**src/shared/cfr_consts.vh**
```
// offsets, reset values and field layouts of the filter configuration register bank
`ifndef CFR_CONSTS_VH
`define CFR_CONSTS_VH

`define CFR_ADR_W              8
`define CFR_OFF_BUF_MODE       8'h00
`define CFR_OFF_MASK_SEL3      8'h04
`define CFR_OFF_MASK_SEL2      8'h08
`define CFR_OFF_MASK_SEL1      8'h0c
`define CFR_OFF_MASK_SEL0      8'h10
`define CFR_OFF_DLEN           8'h14
`define CFR_OFF_FEN1           8'h18
`define CFR_OFF_FEN0           8'h1c
`define CFR_OFF_LINK_BASE      8'h20
`define CFR_OFF_ID_BASE        8'h40
`define CFR_OFF_ID_LAST        8'h7c
`define CFR_OFF_CTRL           8'h80

`define CFR_RST_BUF_MODE       8'h00
`define CFR_RST_MASK_SEL3      8'h00
`define CFR_RST_MASK_SEL2      8'h00
`define CFR_RST_MASK_SEL1      8'h05
`define CFR_RST_MASK_SEL0      8'h50
`define CFR_RST_DLEN           8'h00
`define CFR_RST_FEN            8'h00
`define CFR_RST_LINK           8'h00
`define CFR_RST_LINK_PAIR      8'h11
`define CFR_RST_CTRL           2'h0

`define CFR_BUF_MODE_MASK      8'h3f
`define CFR_DLEN_MASK          8'h1f
`define CFR_SIDL_MASK          8'heb
`define CFR_EXT_MASK           8'hff

`define CFR_CTRL_MODE_LSB      0
`define CFR_CTRL_MODE_W        2
`define CFR_MODE_LEGACY        2'h0
`define CFR_MODE_ENH           2'h1
`define CFR_MODE_FIFO          2'h2

`define CFR_ID_FILTER_COUNT    4
`define CFR_ID_BYTES           16

`endif

```
**src/logic/cfr_filter_bank.v**
```verilog
// filter configuration register bank with classic wishbone slave and three reset classes
`timescale 1ns/10ps
`include "cfr_consts.vh"

// Operation
// - mask select 1 resets 0x05, kept on wake
// - mask select 0 resets 0x50, kept on wake
// - links two and one reset 0x11
// - other selects, enables, links reset to zero
// - id bytes undefined at power-on, otherwise kept
// - std id low bits 4,2 unimplemented
// - bank reads zero unless mode 1 or 2, except the mode register, which always reads
module cfr_filter_bank #(
    parameter ID_BYTES = 16
) (
    input  wire        clk,
    input  wire        rstn,
    input  wire        por_rstn,
    input  wire        wb_cyc_i,
    input  wire        wb_stb_i,
    input  wire        wb_we_i,
    input  wire [7:0]  wb_adr_i,
    input  wire [3:0]  wb_sel_i,
    input  wire [31:0] wb_dat_i,
    output reg  [31:0] wb_dat_o,
    output reg         wb_ack_o,
    output wire        wb_err_o,
    output wire [1:0]  can_mode,
    output wire [63:0] link_bus,
    output wire [15:0] filter_enable_bus
);

    // rstn covers every reset class (power-on, brown-out, external pin, watchdog, instruction,
    // stack); wake-up from sleep is no reset at all, so every register simply keeps its value.
    // por_rstn is low only on power-on or brown-out and feeds the id-byte undefined state.

    reg  [7:0]  buffer_mode_select_ff;
    reg  [7:0]  mask_select_3_ff;
    reg  [7:0]  mask_select_2_ff;
    reg  [7:0]  mask_select_1_ff;
    reg  [7:0]  mask_select_0_ff;
    reg  [7:0]  data_byte_filter_length_ff;
    reg  [7:0]  filter_enable_1_ff;
    reg  [7:0]  filter_enable_0_ff;
    reg  [7:0]  link_ff [0:7];
    reg  [7:0]  id_mem [0:ID_BYTES-1];
    reg  [1:0]  mode_ff;
    reg         por_s1_ff;
    reg         por_s2_ff;
    reg  [7:0]  nxt_buffer_mode_select;
    reg  [7:0]  nxt_mask_select_3;
    reg  [7:0]  nxt_mask_select_2;
    reg  [7:0]  nxt_mask_select_1;
    reg  [7:0]  nxt_mask_select_0;
    reg  [7:0]  nxt_data_byte_filter_length;
    reg  [7:0]  nxt_filter_enable_1;
    reg  [7:0]  nxt_filter_enable_0;
    reg  [1:0]  nxt_mode;

    wire        req;
    wire        wr;
    wire        mode_on;
    wire        hit_link;
    wire        hit_id;
    wire [2:0]  link_idx;
    wire [3:0]  id_idx;
    wire [7:0]  id_mask;
    reg  [7:0]  nxt_rd;
    reg         nxt_hit;
    wire [ID_BYTES-1:0] id_written;
    wire        hit_buf_mode;
    wire        hit_mask_sel3;
    wire        hit_mask_sel2;
    wire        hit_mask_sel1;
    wire        hit_mask_sel0;
    wire        hit_dlen;
    wire        hit_fen1;
    wire        hit_fen0;
    wire        hit_ctrl;
    wire        we_buf_mode;
    wire        we_mask_sel3;
    wire        we_mask_sel2;
    wire        we_mask_sel1;
    wire        we_mask_sel0;
    wire        we_dlen;
    wire        we_fen1;
    wire        we_fen0;
    wire        we_ctrl;
    wire        we_link;
    wire        we_id;
    wire [7:0]  link_rd;
    wire [7:0]  id_rd;

    assign req      = wb_cyc_i & wb_stb_i & ~wb_ack_o;
    assign wr       = req & wb_we_i & wb_sel_i[0];
    assign hit_link = (wb_adr_i >= `CFR_OFF_LINK_BASE) && (wb_adr_i < `CFR_OFF_ID_BASE);
    assign hit_id   = (wb_adr_i >= `CFR_OFF_ID_BASE) && (wb_adr_i <= `CFR_OFF_ID_LAST);
    assign link_idx = wb_adr_i[4:2];
    assign id_idx   = wb_adr_i[5:2];
    // every fourth id byte is a standard-id low byte with bits 4 and 2 absent
    assign id_mask  = (id_idx[1:0] == 2'h1) ? `CFR_SIDL_MASK : `CFR_EXT_MASK;
    assign mode_on  = (mode_ff == `CFR_MODE_ENH) || (mode_ff == `CFR_MODE_FIFO);
    assign wb_err_o = 1'b0;
    assign can_mode = mode_ff;
    assign filter_enable_bus = {filter_enable_1_ff, filter_enable_0_ff};

    // address decode shared by the write strobes and the read mux
    assign hit_buf_mode  = (wb_adr_i == `CFR_OFF_BUF_MODE);
    assign hit_mask_sel3 = (wb_adr_i == `CFR_OFF_MASK_SEL3);
    assign hit_mask_sel2 = (wb_adr_i == `CFR_OFF_MASK_SEL2);
    assign hit_mask_sel1 = (wb_adr_i == `CFR_OFF_MASK_SEL1);
    assign hit_mask_sel0 = (wb_adr_i == `CFR_OFF_MASK_SEL0);
    assign hit_dlen      = (wb_adr_i == `CFR_OFF_DLEN);
    assign hit_fen1      = (wb_adr_i == `CFR_OFF_FEN1);
    assign hit_fen0      = (wb_adr_i == `CFR_OFF_FEN0);
    assign hit_ctrl      = (wb_adr_i == `CFR_OFF_CTRL);

    // writes need sel[0]; an unmapped address raises no strobe at all
    assign we_buf_mode   = wr & hit_buf_mode;
    assign we_mask_sel3  = wr & hit_mask_sel3;
    assign we_mask_sel2  = wr & hit_mask_sel2;
    assign we_mask_sel1  = wr & hit_mask_sel1;
    assign we_mask_sel0  = wr & hit_mask_sel0;
    assign we_dlen       = wr & hit_dlen;
    assign we_fen1       = wr & hit_fen1;
    assign we_fen0       = wr & hit_fen0;
    assign we_ctrl       = wr & hit_ctrl;
    assign we_link       = wr & hit_link;
    assign we_id         = wr & hit_id;
    // read sources of the banked registers
    assign link_rd       = link_ff[link_idx];
    assign id_rd         = id_written[id_idx] ? (id_mem[id_idx] & id_mask) : 8'h00;

    genvar g;
    generate
        for (g = 0; g < 8; g = g + 1) begin : g_link
            assign link_bus[g*8 +: 8] = link_ff[g];
            always @(posedge clk or negedge rstn) begin
                if (!rstn) begin
                    if (g == 1 || g == 2) begin
                        link_ff[g] <= `CFR_RST_LINK_PAIR;
                    end else begin
                        link_ff[g] <= `CFR_RST_LINK;
                    end
                end else if (we_link && link_idx == g) begin
                    link_ff[g] <= wb_dat_i[7:0];
                end
            end
        end
    endgenerate

    // power-on detect passes two flops before use; these flops see no reset, so a
    // warm reset leaves the power-on history alone
    always @(posedge clk) begin
        por_s1_ff <= por_rstn;
        por_s2_ff <= por_s1_ff;
    end

    // one written flag per id byte, cleared only while power-on is seen and never by
    // rstn, so id contents survive every other reset; an unwritten byte reads as zero
    generate
        for (g = 0; g < ID_BYTES; g = g + 1) begin : g_id_flag
            reg written_ff;
            assign id_written[g] = written_ff;
            always @(posedge clk) begin
                if (!por_s2_ff) begin
                    written_ff <= 1'b0;
                end else if (we_id && id_idx == g) begin
                    written_ff <= 1'b1;
                end
            end
        end
    endgenerate

    always @(posedge clk) begin
        if (we_id) begin
            id_mem[id_idx] <= wb_dat_i[7:0] & id_mask;
        end
    end

    // a register takes write data on its own strobe only; unimplemented bits are dropped
    always @* begin
        nxt_buffer_mode_select      = buffer_mode_select_ff;
        nxt_mask_select_3           = mask_select_3_ff;
        nxt_mask_select_2           = mask_select_2_ff;
        nxt_mask_select_1           = mask_select_1_ff;
        nxt_mask_select_0           = mask_select_0_ff;
        nxt_data_byte_filter_length = data_byte_filter_length_ff;
        nxt_filter_enable_1         = filter_enable_1_ff;
        nxt_filter_enable_0         = filter_enable_0_ff;
        nxt_mode                    = mode_ff;
        if (we_buf_mode) begin
            nxt_buffer_mode_select = wb_dat_i[7:0] & `CFR_BUF_MODE_MASK;
        end
        if (we_mask_sel3) begin
            nxt_mask_select_3 = wb_dat_i[7:0];
        end
        if (we_mask_sel2) begin
            nxt_mask_select_2 = wb_dat_i[7:0];
        end
        if (we_mask_sel1) begin
            nxt_mask_select_1 = wb_dat_i[7:0];
        end
        if (we_mask_sel0) begin
            nxt_mask_select_0 = wb_dat_i[7:0];
        end
        if (we_dlen) begin
            nxt_data_byte_filter_length = wb_dat_i[7:0] & `CFR_DLEN_MASK;
        end
        if (we_fen1) begin
            nxt_filter_enable_1 = wb_dat_i[7:0];
        end
        if (we_fen0) begin
            nxt_filter_enable_0 = wb_dat_i[7:0];
        end
        if (we_ctrl) begin
            nxt_mode = wb_dat_i[`CFR_CTRL_MODE_LSB +: `CFR_CTRL_MODE_W];
        end
    end

    // wake-up applies no reset, so every register below simply holds through it
    always @(posedge clk or negedge rstn) begin
        if (!rstn) begin
            buffer_mode_select_ff <= `CFR_RST_BUF_MODE;
        end else begin
            buffer_mode_select_ff <= nxt_buffer_mode_select;
        end
    end

    always @(posedge clk or negedge rstn) begin
        if (!rstn) begin
            mask_select_3_ff <= `CFR_RST_MASK_SEL3;
        end else begin
            mask_select_3_ff <= nxt_mask_select_3;
        end
    end

    always @(posedge clk or negedge rstn) begin
        if (!rstn) begin
            mask_select_2_ff <= `CFR_RST_MASK_SEL2;
        end else begin
            mask_select_2_ff <= nxt_mask_select_2;
        end
    end

    always @(posedge clk or negedge rstn) begin
        if (!rstn) begin
            mask_select_1_ff <= `CFR_RST_MASK_SEL1;
        end else begin
            mask_select_1_ff <= nxt_mask_select_1;
        end
    end

    always @(posedge clk or negedge rstn) begin
        if (!rstn) begin
            mask_select_0_ff <= `CFR_RST_MASK_SEL0;
        end else begin
            mask_select_0_ff <= nxt_mask_select_0;
        end
    end

    always @(posedge clk or negedge rstn) begin
        if (!rstn) begin
            data_byte_filter_length_ff <= `CFR_RST_DLEN;
        end else begin
            data_byte_filter_length_ff <= nxt_data_byte_filter_length;
        end
    end

    always @(posedge clk or negedge rstn) begin
        if (!rstn) begin
            filter_enable_1_ff <= `CFR_RST_FEN;
        end else begin
            filter_enable_1_ff <= nxt_filter_enable_1;
        end
    end

    always @(posedge clk or negedge rstn) begin
        if (!rstn) begin
            filter_enable_0_ff <= `CFR_RST_FEN;
        end else begin
            filter_enable_0_ff <= nxt_filter_enable_0;
        end
    end

    always @(posedge clk or negedge rstn) begin
        if (!rstn) begin
            mode_ff <= `CFR_RST_CTRL;
        end else begin
            mode_ff <= nxt_mode;
        end
    end

    always @* begin
        nxt_rd  = 8'h00;
        nxt_hit = 1'b1;
        if (hit_buf_mode) begin
            nxt_rd = buffer_mode_select_ff;
        end else if (hit_mask_sel3) begin
            nxt_rd = mask_select_3_ff;
        end else if (hit_mask_sel2) begin
            nxt_rd = mask_select_2_ff;
        end else if (hit_mask_sel1) begin
            nxt_rd = mask_select_1_ff;
        end else if (hit_mask_sel0) begin
            nxt_rd = mask_select_0_ff;
        end else if (hit_dlen) begin
            nxt_rd = data_byte_filter_length_ff;
        end else if (hit_fen1) begin
            nxt_rd = filter_enable_1_ff;
        end else if (hit_fen0) begin
            nxt_rd = filter_enable_0_ff;
        end else if (hit_ctrl) begin
            nxt_rd = {6'h00, mode_ff};
        end else if (hit_link) begin
            nxt_rd = link_rd;
        end else if (hit_id) begin
            nxt_rd = id_rd;
        end else begin
            nxt_hit = 1'b0;
        end
        // the mode register itself stays visible so software can enable the bank
        if (nxt_hit && !mode_on && !hit_ctrl) begin
            nxt_rd = 8'h00;
        end
    end

    // one wait state: ack one edge after the request is seen, dropped the next edge
    always @(posedge clk or negedge rstn) begin
        if (!rstn) begin
            wb_ack_o <= 1'b0;
        end else begin
            wb_ack_o <= req;
        end
    end

    // read data stands until the next read is taken
    always @(posedge clk or negedge rstn) begin
        if (!rstn) begin
            wb_dat_o <= 32'h0000_0000;
        end else if (req && !wb_we_i) begin
            wb_dat_o <= {24'h000000, nxt_rd};
        end
    end

endmodule

```
**config.mk**
```make
export PLATFORM = sky130hd
export DESIGN_NAME = cfr_filter_bank
export DESIGN_NICKNAME = d
export VERILOG_FILES = /design/src/logic/cfr_filter_bank.v
export VERILOG_INCLUDE_DIRS = /design/src /design/src/shared
export SDC_FILE = /design/constraint.sdc
export NUM_CORES = 1
export LEC_CHECK = 0
export ABC_CLOCK_PERIOD_IN_PS = 5450
export BUFFER_PORTS_ARGS = -buffer_cell sky130_fd_sc_hd__buf_2
export CAP_MARGIN = 25
export CORE_MARGIN = 2
export CORE_UTILIZATION = 37
export DETAILED_ROUTE_END_ITERATION = 12
export GPL_TIMING_DRIVEN = 0
export PLACE_DENSITY = 0.52
export SLEW_MARGIN = 30
export SYNTH_ARGS = -nofsm -noshare
export SYNTH_HDL_FRONTEND = slang
export SYNTH_SLANG_ARGS = --single-unit
```
**constraint.sdc**
```tcl
create_clock -name clk -period 5.45 [get_ports clk]
set_input_delay 1.09 -clock clk [delete_from_list [all_inputs] [get_ports clk]]
set_output_delay 1.09 -clock clk [all_outputs]
set_load 0.05 [all_outputs]
```
Word-level counts from Yosys, hierarchy flattened
Memories as Yosys holds them, arrays and structs flattened.
Index checks and enable logic that the tools add are counted.
{ "word_totals": {"regBits": 152, "ramBits": 128, "inputBits": 50, "elab_cells": 164, "mem_count": 1} }
{ "memory_table": {"columns": ["memory", "words", "width", "read_ports", "rd_clocked_by_memory_dff", "write_ports", "line", "text"], "rows": [
  ["id_mem", 16, 8, 1, 0, 1, "cfr_filter_bank.v:46", "reg [7:0] id_mem [0:ID_BYTES-1];"]
]} }
{ "classes": {"order_cmp": 6, "eq_ne": 33, "muxes": 32, "bitwise_logic": 19, "reduce_logical": 36} }
{ "op_table": {"columns": ["cell", "count"], "rows": [
  ["8-bit two-way mux", 15],
  ["4-bit == test (second input constant)", 8],
  ["8-bit by 5-bit == test with 1-bit output (second input constant)", 4],
  ["1-bit logical AND", 29],
  ["8-bit binary-select mux with 3-bit select", 1],
  ["8-bit bitwise AND", 2],
  ["4-bit by 3-bit == test with 1-bit output (second input constant)", 4],
  ["8-bit by 4-bit == test with 1-bit output (second input constant)", 2],
  ["1-bit bitwise AND", 15],
  ["1-bit two-way mux", 14],
  ["3-bit == test (second input constant)", 4],
  ["4-bit by 2-bit == test with 1-bit output (second input constant)", 2],
  ["8-bit by 3-bit == test with 1-bit output (second input constant)", 1],
  ["8-bit == test (second input constant)", 1],
  ["8-bit by 6-bit >= comparator with 1-bit output (second input constant)", 1],
  ["8-bit by 7-bit >= comparator with 1-bit output (second input constant)", 1],
  ["8-bit by 7-bit less-or-equal comparator with 1-bit output (second input constant)", 1],
  ["8-bit zero test", 1],
  ["8-bit by 7-bit less-than comparator with 1-bit output (second input constant)", 1],
  ["3-bit by 2-bit == test with 1-bit output (second input constant)", 2],
  ["4-bit by 5-bit less-than comparator with 1-bit output (second input constant)", 1],
  ["5-bit two-way mux", 1],
  ["1-bit binary-select mux with 4-bit select", 1],
  ["2-bit by 1-bit == test with 1-bit output (second input constant)", 2],
  ["other kinds (10)", 12]
]} }

Logic depth before layout (Yosys ltp)
{ "depth": {"word_depth": 16, "depth_mapped": 10, "ltp_nobuf": 6} }

Least setup slack after synthesis
OpenSTA, ideal clock, no wires.
{ "synth_path": {"kind": "input-to-reg", "startpoint": "input wb_adr_i[5]", "endpoint": "memory id_mem[10][0] (enable)", "setup_time_ps": 374, "t_arrival_ps": 2568, "required_ps": 5076, "slack_ps": 2509, "path_stages": 5, "n_path_buf": 3, "cell_sequence": "clkbuf_1 > buf_2 > clkbuf_1 > nand2_1 > nor2_1"} }
{ "synth_via": {"elab_chain_len": 5, "elab_cells_between_ends": 6} }
{ "synth_lines": {"columns": ["item", "line", "text"], "rows": [
  ["start, declared", "cfr_filter_bank.v:22", "input wire [7:0] wb_adr_i,"],
  ["8-bit by 7-bit >= comparator with 1-bit output (no line) or 8-bit by 7-bit less-or-equal comparator with 1-bit output (tied branches)", null, null],
  ["1-bit logical AND", "cfr_filter_bank.v:97", "assign hit_id = (wb_adr_i >= `CFR_OFF_ID_BASE) && (wb_adr_i <= `CFR_OFF_ID_LAST);"],
  ["1-bit bitwise AND", "cfr_filter_bank.v:129", "assign we_id = wr & hit_id;"],
  ["1-bit two-way mux", "cfr_filter_bank.v:176", "if (we_id) begin"],
  ["1-bit two-way mux (not written as such)", "cfr_filter_bank.v:177", "id_mem[id_idx] <= wb_dat_i[7:0] & id_mask;"],
  ["end, declared", "cfr_filter_bank.v:46", null]
]} }
Parallel ways exist; a longest one is shown, timed or not.

Worst setup path after layout
{ "layout_path": {"startpoint": "input wb_adr_i[5]", "endpoint": "memory id_mem[10][7] (enable)"} }
Same word-level chain as after synthesis.

==> run summary <==
The flow ran to the end, and the final reports show no timing, DRC or antenna violations. In this run, synthesis produced a sequential element count of 280. The logs give 3.63 ns for the data arrival time of the worst path and 66 for the number of cell rows. In this run the deepest clock path goes through 3 buffers.

The cell count after placement is 1385. The start-to-end type of the worst setup path was input port to flop. Overall global routing resource usage: 0.215. Summing all multi-input logic gate instances after layout gives 4420 um^2. In this run the critical register-to-register path is launched from wb_ack_o.

The tools report the type of destination of the critical path as a flop. The routed wire length is 36600 um. The total of cells resized after clock tree synthesis came out at 0.

The clock period minus final worst setup slack was 3.45 ns; the initial antenna violation count was 0. The most critical setup path has its endpoint at id_mem[10][7]. The first global-routing pass estimated 53600 um of wire. The dominant register cell in the synthesized netlist was edfxtp_1. The via count of the first global-routing pass came out at 7775.

The logs give 0.00696 ns for the worst clock skew and 7570 um^2 for the sequential cell area in the final layout. Setup violations remaining at the end of the flow were counted as 0. The share of cells above drive strength 1 was 0.418. Post-CTS setup repair buffer count: 0. The run gives 166 as the number of top-level pins. Met3 layer usage reported by global route: 0.0333. For this design, the CTS-stage hold fixing added 0 buffers. Across all register-to-register paths, the minimum setup slack is 2.63 ns. In the final routed layout, each cell accounts on average for 25.4 um. In this run the tool buffered the top-level ports with 111 buffer cells. The number of different library cells used by synthesis comes to 59. In this run the critical register-to-register path is captured at link_bus[43].

Dividing the detail-routed via count by the number of cells gives 5.46. The maximum operating frequency was 0.290 GHz; the signed area change from the synthesized netlist to the final layout was 18.6%. The overall overflow remaining after global route is 0, and the area of all placed cells without fillers is 14500 um^2.

Setup repair after global routing left no endpoint under its margin. The global placement routability congestion was 0.856. TritonCTS built the clock tree. Leaving out filler cells and counting taps, the final layout contains 1442. The critical path starts at wb_adr_i[5]. The total power of the final layout was 4.63 mW. The floorplan step defined a die boundary enclosing 34600 um^2. The fraction of synthesis flops using an asynchronous set or reset pin is 0.479. The cell count after synthesis came out at 805. Measured along the y axis, the die boundary spans 186 um.

VDD sags by at most 215 uV. For the core occupancy in the finished layout, the log shows 0.446. The clock input transition at the sequential cells of the worst setup and hold paths works out to 0.06 ns.

Walking the worst path, the cells encountered are clkbuf_1, buf_2, clkbuf_1, nand2_1, nor2_2. The tools report the pre-CTS setup slack as 1.46 ns. The number of antenna diodes in the final layout is 0. The cell area after synthesis was 12300 um^2. A synthesized cell averages 15.2 um^2.

The logs give 0.617 for the part of the Yosys area used for sequential elements and 593 for the count of routing violations after the opening detailed-route iteration. For this run, the post-layout net count is 1026. Of all nets on the critical path, the largest fanout is 10.

The run gives 0.330 as the met2 usage in global routing. Measured along the x axis, the die boundary spans 186 um. Starting utilization of the core area: 0.376. Detailed routing inserted a total of 7867 vias. The tools report the launching element type of the critical path as an input port. For the worst-skew pair, the clock arrives at the later sink with an insertion delay of 0.56 ns. The tools report the relative slew slack as 0.323.

The min-delay analysis places its worst path in the category flop to flop. The slowest cell on the critical path was nor2_2. Number of enable-type register cells in the synthesized netlist: 128.

Path depth of the worst reg2reg path: 6. Before antenna repair, the detailed router went through 5 iterations. For this design the ratio of total power to cell area is 319 nW/um^2. TritonCTS created 31 clock buffers. The H-tree depth is 1, and the met1 track demand over resource in global routing is 0.324. The worst path meets setup with 2.00 ns of slack. Reported leakage power: 6.15 nW. Entering global routing, the biggest net connects 83 pins.

For the residual DRC count, the log shows 0. For the pin with the worst max-slew slack, the measured transition is 1.02 ns. The portion of the clock cycle consumed by the worst path in the final layout is 0.632.

The clock tree root driver cell is clkbuf_16. Across the run, the number of max-cap violations was 0. The tightest hold path in the finished design has a slack of 0.330 ns.

For the cell area reported after detailed placement, the log shows 13600 um^2. The layer flagged by global routing as most heavily used is met2. The number of hold-slack violations in the final timing report came out at 0. In this run the standard cell core region covers 32600 um^2. The layout has 2977 filler cells. The tools report the post-DP HPWL as 24600 um. The tools report the data required time at the worst endpoint as 5.64 ns. The dominant cell type by count on the critical path is clkbuf_1. Setup total negative slack on the finished layout was measured at 0 ns.

The number of routed nets with antenna violations is 0. The total of warnings raised by yosys is 0, and the peak per-stage delay on the critical path is 0.68 ns. The max-slew violation count came out at 0. The clock drives 280 sinks.
[report_power, final]
group          internal, mW  total, mW  switching [mW]
combinational         0.107      0.375           0.268
clock                  1.16       2.01           0.855
sequential             2.23       2.24          0.0138
total                  3.50       4.63            1.14
[per-layer routing]
layer	part of all wire	wire length, um	vias up
met5	0	0	-
met4	0.011	403	0
met1	0.47	17100	4156
li1	-	-	3398
met2	0.46	16900	283
met3	0.062	2250	30
[layout make-up]
cell class | instances | area share
clock buffers | 43 | 0.0599
flip-flops and latches | 280 | 0.520
inverters | 5 | 0.00129
plain buffers | 67 | 0.0269
well taps | 442 | 0.0380
repair buffers | 114 | 0.0421
multi-input cells | 477 | 0.304
clock inverters | 14 | 0.00706
[flip-flops by register name (all words and copies together), names as in the netlist, 8 cells and up]
name and flops:
filter_enable_0_ff 8, id_mem 128, mask_select_0_ff 8, g_id_flag.written_ff 16, mask_select_3_ff 8, filter_enable_1_ff 8
link_bus 64, wb_dat_o 8, mask_select_1_ff 8, mask_select_2_ff 8
[synth_stat cells, drive strengths merged (8+ instances only)]
cell,number,area share
dfxtp,18,0.029
a21oi,22,0.0090
mux4,54,0.099
buf,49,0.026
o21ai,23,0.0094
mux2,129,0.12
o22ai,9,0.0046
dfstp,8,0.017
nand3,8,0.0033
dfrtp,126,0.26
clkbuf,18,0.0055
edfxtp,128,0.31
nor2,38,0.012
mux2i,22,0.018
o21a,16,0.0098
nor3,11,0.0058
nand2,52,0.016
[logic make-up (layout without fill, tap and decap cells)]
kind of cell	after synthesis	in the layout	share of synthesized area
buffers and inverters	72	243	0.0335
AOI/OAI and AO/OA	110	110	0.0607
and+or+nand+nor	136	136	0.0520
muxes	205	205	0.236
DFF	280	280	0.617
xor gates and xnor gates	1	1	0.000714
other	1	25	0.000306
[worst min path at each step]
stage              start  depth (start not counted)         to
3_3_place_gp   por_s1_ff                          0  por_s2_ff
6_report       por_s1_ff                          0  por_s2_ff
4_1_cts        por_s1_ff                          0  por_s2_ff
5_1_grt        por_s1_ff                          0  por_s2_ff
3_5_place_dp   por_s1_ff                          0  por_s2_ff
2_1_floorplan  por_s1_ff                          0  por_s2_ff
[critical path: cells and delay by family]
kind | cells | cell delay [ns]
buffers and inverters | 3 | 1.51
AND/OR/NAND/NOR | 2 | 1.02
[placed cells by master, fill, tap and decap left out, types with 6 or more instances in the layout]
master | synthesis | routed
o21a_1 | 16 | 16
conb_1 | 1 | 25
dfxtp_1 | 18 | 18
nor2_1 | 35 | 21
nand2_1 | 52 | 52
nor3_1 | 9 | 7
clkbuf_1 | 18 | 25
nand3_1 | 8 | 8
buf_4 | 28 | 29
dfrtp_1 | 126 | 126
mux2_1 | 7 | 7
a21oi_1 | 22 | 22
mux2i_1 | 22 | 22
edfxtp_1 | 128 | 128
dfstp_2 | 8 | 8
nor2_2 | 3 | 17
clkinv_2 | 0 | 7
mux4_2 | 54 | 54
clkbuf_16 | 0 | 31
mux2_2 | 122 | 122
o211ai_1 | 6 | 6
o21ai_0 | 19 | 19
a22oi_1 | 7 | 7
o22ai_1 | 9 | 9
nand2b_1 | 6 | 6
buf_2 | 16 | 126
Power figures use the tool's default switching activity.
